### config.mk
export PLATFORM = sky130hd
export DESIGN_NAME = intc_command_reg
export DESIGN_NICKNAME = d
export VERILOG_FILES = /design/src/shared/cmd_reg_pkg.sv /design/src/hdl/intc_command_reg.sv /design/src/hdl/cmd_bit_bank.sv /design/src/hdl/err_msg_sender.sv
export SDC_FILE = /design/constraint.sdc
export NUM_CORES = 1
export LEC_CHECK = 0
export BUFFER_PORTS_ARGS = -buffer_cell sky130_fd_sc_hd__clkbuf_2
export CELL_PAD_IN_SITES_DETAIL_PLACEMENT = 0
export CELL_PAD_IN_SITES_GLOBAL_PLACEMENT = 1
export CORE_MARGIN = 2
export CORE_UTILIZATION = 27
export CTS_CLUSTER_SIZE = 28
export DETAILED_ROUTE_END_ITERATION = 7
export PLACE_DENSITY_LB_ADDON = 0.08
export SETUP_SLACK_MARGIN = 0.15
export SLEW_MARGIN = 25
export SYNTH_ARGS = -nofsm -noshare
export SYNTH_HDL_FRONTEND = slang
export SYNTH_SLANG_ARGS = --single-unit
export TNS_END_PERCENT = 10
### constraint.sdc
create_clock -name clk_sys -period 1.85 [get_ports clk_sys]
set_input_delay 0.0925 -clock clk_sys [delete_from_list [all_inputs] [get_ports clk_sys]]
set_output_delay 0.0925 -clock clk_sys [all_outputs]
set_load 0.005 [all_outputs]
### src/shared/cmd_reg_pkg.sv
`default_nettype none

package cmd_reg_pkg;

    // ==========================================
    // Configuration access geometry
    // ==========================================
    localparam int CFG_ADDR_W = 8;
    localparam logic [7:0] CMD_OFFSET = 8'h04;
    localparam logic [7:0] STATUS_OFFSET = 8'h06;
    localparam int STATUS_LANE_SHIFT = 16;

    // ==========================================
    // Command register layout
    // ==========================================
    localparam int CMD_W = 16;
    localparam logic [15:0] CMD_RESET = 16'h0000;
    localparam logic [15:0] CMD_WRITABLE = 16'h0146;
    localparam int IO_DECODE_BIT = 0;
    localparam int MEM_DECODE_BIT = 1;
    localparam int MASTER_REQ_BIT = 2;
    localparam int SPECIAL_CYCLE_BIT = 3;
    localparam int WRITE_INVALIDATE_BIT = 4;
    localparam int PALETTE_SNOOP_BIT = 5;
    localparam int PARITY_CHECK_BIT = 6;
    localparam int WAIT_CYCLE_BIT = 7;
    localparam int ERR_MSG_BIT = 8;

    // ==========================================
    // Status register layout
    // ==========================================
    localparam int SSE_FLAG_BIT = 14;
    localparam logic [15:0] STATUS_FIXED = 16'h0010;
    localparam logic SSE_RESET = 1'b0;

    // ==========================================
    // Request kinds heading upstream
    // ==========================================
    typedef enum logic [1:0] {
        REQ_MEM = 2'h0,
        REQ_IO = 2'h1,
        REQ_CFG = 2'h2,
        REQ_MSG = 2'h3
    } req_type_t;

    // ==========================================
    // Error message sender states
    // ==========================================
    typedef enum logic [1:0] {
        ERR_IDLE = 2'h0,
        ERR_SEND = 2'h1,
        ERR_GAP = 2'h3
    } err_state_t;

endpackage

`default_nettype wire

### src/hdl/intc_command_reg.sv
`timescale 1ns/1ps
`default_nettype none

// Functional notes
// - Sixteen-bit command, all zero after reset
// - Bit 8 enables parity error messages
// - Capability error bits ignore bit 8
// - Bit 6 gates write parity reporting
// - Bit 2 gates upstream memory and I/O requests
// - Completions flow regardless of bit 2
// - Only memory and I/O requests gated
// - Bit 1 clear master-aborts memory accesses
// - Bits 5, 4, 3 read zero
// - Bits 15:9, 7, 0 reserved zero
// - Sent error message sets status bit 14
module intc_command_reg
    import cmd_reg_pkg::*;
(
    input wire logic clk_sys,
    input wire logic reset,
    input wire logic cfg_wr,
    input wire logic cfg_rd,
    input wire logic [7:0] cfg_addr,
    input wire logic [3:0] cfg_be,
    input wire logic [31:0] cfg_wdata,
    input wire logic cfg_wr_poisoned,
    output logic [31:0] cfg_rdata,
    output logic cfg_rd_valid,
    input wire logic tgt_req_valid,
    input wire logic tgt_req_write,
    input wire logic tgt_req_poisoned,
    output logic tgt_req_accept,
    output logic tgt_req_abort,
    input wire logic up_req_valid,
    input wire logic [1:0] up_req_type,
    output logic up_req_grant,
    output logic up_req_blocked,
    input wire logic cpl_valid,
    output logic cpl_grant,
    input wire logic err_severity_fatal,
    input wire logic err_msg_ready,
    output logic err_msg_valid,
    output logic err_msg_fatal,
    output logic cap_err_detected,
    output logic cap_err_fatal,
    output logic memory_decode_enable,
    output logic master_request_enable,
    output logic parity_check_enable,
    output logic error_message_enable
);

    // ==========================================
    // Address decode
    // ==========================================
    // Command and status share one dword
    wire [5:0] cmd_dword = CMD_OFFSET[7:2];
    wire [5:0] sts_dword = STATUS_OFFSET[7:2];
    wire [5:0] acc_dword = cfg_addr[7:2];
    // Access falls on the command dword
    wire cmd_hit = (acc_dword == cmd_dword);
    // Access falls on the status dword
    wire sts_hit = (acc_dword == sts_dword);
    // Qualified strobes
    wire cmd_wr = cfg_wr & cmd_hit;
    wire sts_wr = cfg_wr & sts_hit;
    wire any_rd = cfg_rd & (cmd_hit | sts_hit);

    // ==========================================
    // Command register bank
    // ==========================================
    logic [15:0] cmd_value; // Current command value

    // Only bits 8, 6, 2, 1 take writes
    cmd_bit_bank #(
        .WRITABLE(CMD_WRITABLE),
        .RESET_VALUE(CMD_RESET)
    ) u_cmd_bank (
        .clk_sys(clk_sys),
        .reset(reset),
        .wr_en(cmd_wr),
        .wr_be(cfg_be[1:0]),
        .wr_data(cfg_wdata[15:0]),
        .value(cmd_value)
    );

    // ==========================================
    // Named command fields
    // ==========================================
    // Memory target decode enable
    wire mem_dec = cmd_value[MEM_DECODE_BIT];
    // Upstream mastering enable
    wire mst_en = cmd_value[MASTER_REQ_BIT];
    // Write data parity checking
    wire par_en = cmd_value[PARITY_CHECK_BIT];
    // Error message enable
    wire msg_en = cmd_value[ERR_MSG_BIT];

    // Fixed-zero legacy fields, read back as stored
    wire io_decode = cmd_value[IO_DECODE_BIT];
    wire wait_cycle = cmd_value[WAIT_CYCLE_BIT];
    wire palette_snoop = cmd_value[PALETTE_SNOOP_BIT];
    wire special_cycle = cmd_value[SPECIAL_CYCLE_BIT];
    wire write_invalidate = cmd_value[WRITE_INVALIDATE_BIT];

    // Assembled read image; fixed fields are constant zero
    wire [15:0] cmd_image = {
        cmd_value[15:9],
        msg_en,
        wait_cycle,
        par_en,
        palette_snoop,
        write_invalidate,
        special_cycle,
        mst_en,
        mem_dec,
        io_decode
    };

    // Control levels to the rest of the function
    always_ff @(posedge clk_sys or posedge reset) begin
        if (reset) begin
            memory_decode_enable <= 1'b0;
            master_request_enable <= 1'b0;
            parity_check_enable <= 1'b0;
            error_message_enable <= 1'b0;
        end else begin
            memory_decode_enable <= mem_dec;
            master_request_enable <= mst_en;
            parity_check_enable <= par_en;
            error_message_enable <= msg_en;
        end
    end

    // ==========================================
    // Memory target path
    // ==========================================
    // Accept only while decode is enabled
    assign tgt_req_accept = tgt_req_valid & mem_dec;
    // Otherwise the access is master aborted
    assign tgt_req_abort = tgt_req_valid & ~mem_dec;

    // ==========================================
    // Upstream request path
    // ==========================================
    // Memory and I/O requests are the gated kinds
    wire up_is_mem = (up_req_type == REQ_MEM);
    wire up_is_io = (up_req_type == REQ_IO);
    wire up_gated = up_is_mem | up_is_io;
    // Grant when mastering allowed or kind is ungated
    wire up_allow = mst_en | ~up_gated;
    assign up_req_grant = up_req_valid & up_allow;
    // Held off while mastering disabled
    assign up_req_blocked = up_req_valid & ~up_allow;

    // Completions never depend on the master enable
    assign cpl_grant = cpl_valid;

    // ==========================================
    // Parity error detection
    // ==========================================
    // Poisoned write data to accepted memory writes
    wire mem_par_err = tgt_req_accept & tgt_req_write
                       & tgt_req_poisoned;
    // Poisoned write data to the command/status dword
    wire cfg_par_err = cfg_wr & (cmd_hit | sts_hit) & cfg_wr_poisoned;
    // Checked only while parity checking is on
    wire par_event = par_en & (mem_par_err | cfg_par_err);
    // Message requested only while messages enabled
    wire msg_event = par_event & msg_en;

    // Capability error bits follow every checked error
    always_ff @(posedge clk_sys or posedge reset) begin
        if (reset) begin
            cap_err_detected <= 1'b0;
            cap_err_fatal <= 1'b0;
        end else begin
            cap_err_detected <= par_event;
            cap_err_fatal <= par_event & err_severity_fatal;
        end
    end

    // ==========================================
    // Error message sender
    // ==========================================
    logic msg_sent; // Pulse: link took a message

    err_msg_sender u_err_sender (
        .clk_sys(clk_sys),
        .reset(reset),
        .err_event(msg_event),
        .err_fatal(err_severity_fatal),
        .msg_ready(err_msg_ready),
        .msg_valid(err_msg_valid),
        .msg_fatal(err_msg_fatal),
        .msg_sent(msg_sent)
    );

    // ==========================================
    // Status flag
    // ==========================================
    logic sse_reg; // Signaled system error flag
    logic sse_next;

    // Write one to bit 14 of the status half clears it
    wire sse_clr = sts_wr & cfg_be[3]
                   & cfg_wdata[STATUS_LANE_SHIFT + SSE_FLAG_BIT];

    // Set wins over a clear in the same cycle
    always_comb begin
        sse_next = sse_reg;
        if (msg_sent) begin
            sse_next = 1'b1;
        end else if (sse_clr) begin
            sse_next = 1'b0;
        end
    end

    // Flag storage
    always_ff @(posedge clk_sys or posedge reset) begin
        if (reset) begin
            sse_reg <= SSE_RESET;
        end else begin
            sse_reg <= sse_next;
        end
    end

    // Status image: fixed bits plus the flag
    wire [15:0] sts_image = STATUS_FIXED
                            | (16'(sse_reg) << SSE_FLAG_BIT);

    // ==========================================
    // Read data
    // ==========================================
    // Unmapped dwords read as zero
    wire [31:0] rd_word = any_rd ? {sts_image, cmd_image} : 32'h0000_0000;

    // Read data and its strobe, one cycle after the read
    always_ff @(posedge clk_sys or posedge reset) begin
        if (reset) begin
            cfg_rdata <= 32'h0000_0000;
            cfg_rd_valid <= 1'b0;
        end else begin
            cfg_rd_valid <= cfg_rd;
            if (cfg_rd) begin
                cfg_rdata <= rd_word;
            end
        end
    end

endmodule

`default_nettype wire

### src/hdl/cmd_bit_bank.sv
`timescale 1ns/1ps
`default_nettype none

// Byte-lane writable bank; fixed bits stay at their reset value
module cmd_bit_bank
    import cmd_reg_pkg::*;
#(
    parameter logic [15:0] WRITABLE = CMD_WRITABLE,
    parameter logic [15:0] RESET_VALUE = CMD_RESET
) (
    input wire logic clk_sys,
    input wire logic reset,
    input wire logic wr_en,
    input wire logic [1:0] wr_be,
    input wire logic [15:0] wr_data,
    output logic [15:0] value
);

    // ==========================================
    // One cell per bit
    // ==========================================
    genvar i;
    generate
        for (i = 0; i < CMD_W; i++) begin : g_bit
            if (WRITABLE[i]) begin : g_rw
                // Lane strobe for this bit
                wire lane_hit = wr_en & wr_be[i / 8];
                logic bit_reg;
                // Cleared by reset, loaded on a strobed write
                always_ff @(posedge clk_sys or posedge reset) begin
                    if (reset) begin
                        bit_reg <= RESET_VALUE[i];
                    end else if (lane_hit) begin
                        bit_reg <= wr_data[i];
                    end
                end
                assign value[i] = bit_reg;
            end else begin : g_ro
                // Hardwired; writes have no effect
                assign value[i] = RESET_VALUE[i];
            end
        end
    endgenerate

endmodule

`default_nettype wire

### src/hdl/err_msg_sender.sv
`timescale 1ns/1ps
`default_nettype none

// Queues fatal / non-fatal error messages toward the link
module err_msg_sender
    import cmd_reg_pkg::*;
(
    input wire logic clk_sys,
    input wire logic reset,
    input wire logic err_event,
    input wire logic err_fatal,
    input wire logic msg_ready,
    output logic msg_valid,
    output logic msg_fatal,
    output logic msg_sent
);

    // ==========================================
    // State and pending flags
    // ==========================================
    err_state_t state_reg, state_next;
    logic fatal_pend_reg; // Fatal message waiting
    logic nonfatal_pend_reg; // Non-fatal message waiting
    logic kind_reg; // Kind of message in flight

    // Handshake completion
    assign msg_valid = (state_reg == ERR_SEND);
    assign msg_sent = msg_valid & msg_ready;
    assign msg_fatal = kind_reg;

    // New events; set wins over the clear on send
    wire set_fatal = err_event & err_fatal;
    wire set_nonfatal = err_event & ~err_fatal;
    wire clr_fatal = msg_sent & kind_reg;
    wire clr_nonfatal = msg_sent & ~kind_reg;
    wire any_pend = fatal_pend_reg | nonfatal_pend_reg;

    // ==========================================
    // Next state
    // ==========================================
    always_comb begin
        state_next = state_reg;
        case (state_reg)
            ERR_IDLE: begin
                // Start when something waits
                if (any_pend) begin
                    state_next = ERR_SEND;
                end
            end
            ERR_SEND: begin
                // Hold until the link takes it
                if (msg_ready) begin
                    state_next = ERR_GAP;
                end
            end
            ERR_GAP: begin
                // One gap cycle, then IDLE: two idle cycles between messages
                state_next = ERR_IDLE;
            end
            default: begin
                state_next = ERR_IDLE;
            end
        endcase
    end

    // ==========================================
    // Registers
    // ==========================================
    always_ff @(posedge clk_sys or posedge reset) begin
        if (reset) begin
            state_reg <= ERR_IDLE;
            fatal_pend_reg <= 1'b0;
            nonfatal_pend_reg <= 1'b0;
            kind_reg <= 1'b0;
        end else begin
            state_reg <= state_next;
            fatal_pend_reg <= (fatal_pend_reg & ~clr_fatal) | set_fatal;
            nonfatal_pend_reg <= (nonfatal_pend_reg & ~clr_nonfatal)
                                 | set_nonfatal;
            // Fatal goes first when both wait
            if (state_reg == ERR_IDLE && any_pend) begin
                kind_reg <= fatal_pend_reg;
            end
        end
    end

endmodule

`default_nettype wire

==> results_dict.tcl <==
set metrics [dict create \
    status "complete, no violations" \
    grt_pass1_vias 754 \
    grt_pass1_wl_um 3660 \
    yosysSeqAreaShare_pct 50.2 \
    core-area_mm2 0.00406 \
    layout_common_cells "clkbuf_2 (44), conb_1 (26), dfrtp_1 (23)" \
    fin_tns_setup_ns 0 \
    root_buffer "clkbuf_8" \
    io_pins 104 \
    multiInputGateArea_um2 425 \
    synth.avg_cell_area_um2 10.6 \
    clock_sink_count 23 \
    initial_utilization_pct 28.3 \
    die_area_mm2 0.00479 \
    die_h_um 69.2 \
    netlist_area_mm2 0.00115 \
    port-buffer-count 44 \
    numCtsBuffers 3 \
    syn-instance-count 108 \
    fmax_mhz 810 \
    htreeDepth 1 \
    layout-drive-gt1-share_pct 34.2 \
    clock_path_buffers 2 \
    max-slew-margin-rel_pct 66.6 \
    grt_antenna_before_repair 0 \
    clock_skew_ns 0.00129 \
    gp_congestion 0.692 \
    areaGrowthSynthToFinish_pct 20.3 \
    drt_iter0_drc 11 \
    firstDrtPassIters 3 \
    clock_latency_ns 0.26 \
    post_cts_resized 0 \
    num-fill-cells 418 \
    post_drt_wl_per_cell_um 10.8 \
    ys_types 25 \
    route.detailed.drc 0 \
    critical_path.max_fanout 6 \
    fin_area_mm2 0.00138 \
    antenna_left 0 \
    dpl_cell_area_mm2 0.00133 \
    critPathKind "reg2reg" \
    arrival_ns 1.36 \
    regArea_um2 576 \
    slew_violations 0 \
    r2r_slack_ns 0.62 \
    vias 810 \
    post-cts-setup-buffer-count 0 \
    endpoint_kind "flip-flop" \
    p_per_area_mw_per_mm2 698 \
    rows 23 \
    required_ns 1.98 \
    maxCapViolCount 0 \
    largest_reg_flops 6 \
    p_leak_nw 0.739 \
    min_period_ns 1.23 \
    vdd_ir_drop_max_mv 0.201 \
    fin_nets 214 \
    wl_um 2220 \
    setup_viol 0 \
    final_hold_viol_count 0 \
    cts_hold_buf 1 \
    groute.usage.overall_pct 9.44 \
    dieWidth_um 69.2 \
    viasPerCell 3.95 \
    rsz0062_at_grt "false" \
    whs_ns 0.0529 \
    ys_seq_elements 23 \
    hold_class "in2reg" \
    yosysWarnings 0 \
    place.detailed.hpwl_um 1780 \
    grt_max_degree 24 \
    worst_pin_slew_ns 0.499 \
    finalCritPeriodShare_pct 66.7 \
    path_clk_slew_ns 0.08 \
    grt_overflow 0 \
    layout.cells.most_common "clkbuf_2" \
    total_power_mw 0.963 \
    cts_tree "yes" \
    num_antenna_cells 0 \
    start_kind "flip-flop" \
]
## cells by family after synthesis
group	after synthesis	share of synthesized area [%]
DFF	23	50.2
other	1	0.327
muxes	4	4.91
and+or+nand+nor	29	16.0
buffers and inverters	37	20.9
AOI/OAI and AO/OA	14	7.63
## through the flow
stage                     instances  setup WS, ns  utilization (%)
final                           205         0.616             34.0
after CTS                       205         0.605             34.0
after detailed placement        200         0.536             32.7
after floorplan                 133         0.747                -
after global placement          200         0.542             32.7
after global routing            205         0.541             34.0
## synth_stat cells
cell type,number,area share (%)
nor3b_1,1,0.65
buf_4,27,18
a31oi_1,1,0.55
a22o_1,1,0.76
nand2_1,8,2.6
o21a_1,1,0.65
nand3b_1,2,1.3
mux2_4,3,3.9
nand4_1,1,0.55
nand3_1,4,1.7
o21ai_0,5,2.2
dfrtp_1,23,50
o22a_1,1,0.76
and4_1,1,0.76
nor4b_4,1,2.1
nor3_1,1,0.44
mux2_1,1,0.98
and2_1,2,1.1
nand4_4,1,1.9
conb_1,1,0.33
inv_1,9,2.9
nor2b_1,3,1.6
nor2_1,4,1.3
clkbuf_1,1,0.33
o22ai_1,5,2.7
## final timing paths
kind                                                               from  cells after the start                                    end
max                        u_cmd_bank.g_bit[1].g_rw.bit_reg$_DFFE_PP0P_                      3  u_err_sender.fatal_pend_reg$_DFF_PP0_
min                                                  err_severity_fatal                      3                cap_err_fatal$_DFF_PP0_
max reg2reg                u_cmd_bank.g_bit[1].g_rw.bit_reg$_DFFE_PP0P_                      3  u_err_sender.fatal_pend_reg$_DFF_PP0_
min reg2reg                       u_err_sender.state_reg[1]$_DFFE_PP0P_                      1  u_err_sender.state_reg[0]$_DFFE_PP0P_
max in group asynchronous                                         reset                      4               cfg_rdata[2]$_DFFE_PP0P_
min in group asynchronous                                         reset                      4                 cfg_rd_valid$_DFF_PP0_
## critical path: stages, from the launching register on
cell and delay, ns:
dfrtp_1 0.44, and4_1 0.18, a31oi_1 0.33, o21ai_0 0.16
## power breakdown
part	switching (mW)	internal [mW]
registers	0.0178	0.525
clock network	0.151	0.153
logic	0.0606	0.0554
total	0.229	0.734
## cell type report
type	count	area share [%]
timing repair buffer	46	17.2
multi-input combinational	73	30.8
inverter	9	2.45
clock buffer	4	3.26
tap	50	4.53
sequential	23	41.7
## routing by layer
metal	GRT usage [%]	part of all wire, %	up-vias
met2	13.1	42	46
li1	-	-	401
met4	3.27	0.77	0
met3	4.36	12	2
met5	0	0	-
met1	12.8	45	361
(Power assumes the default switching activity.)
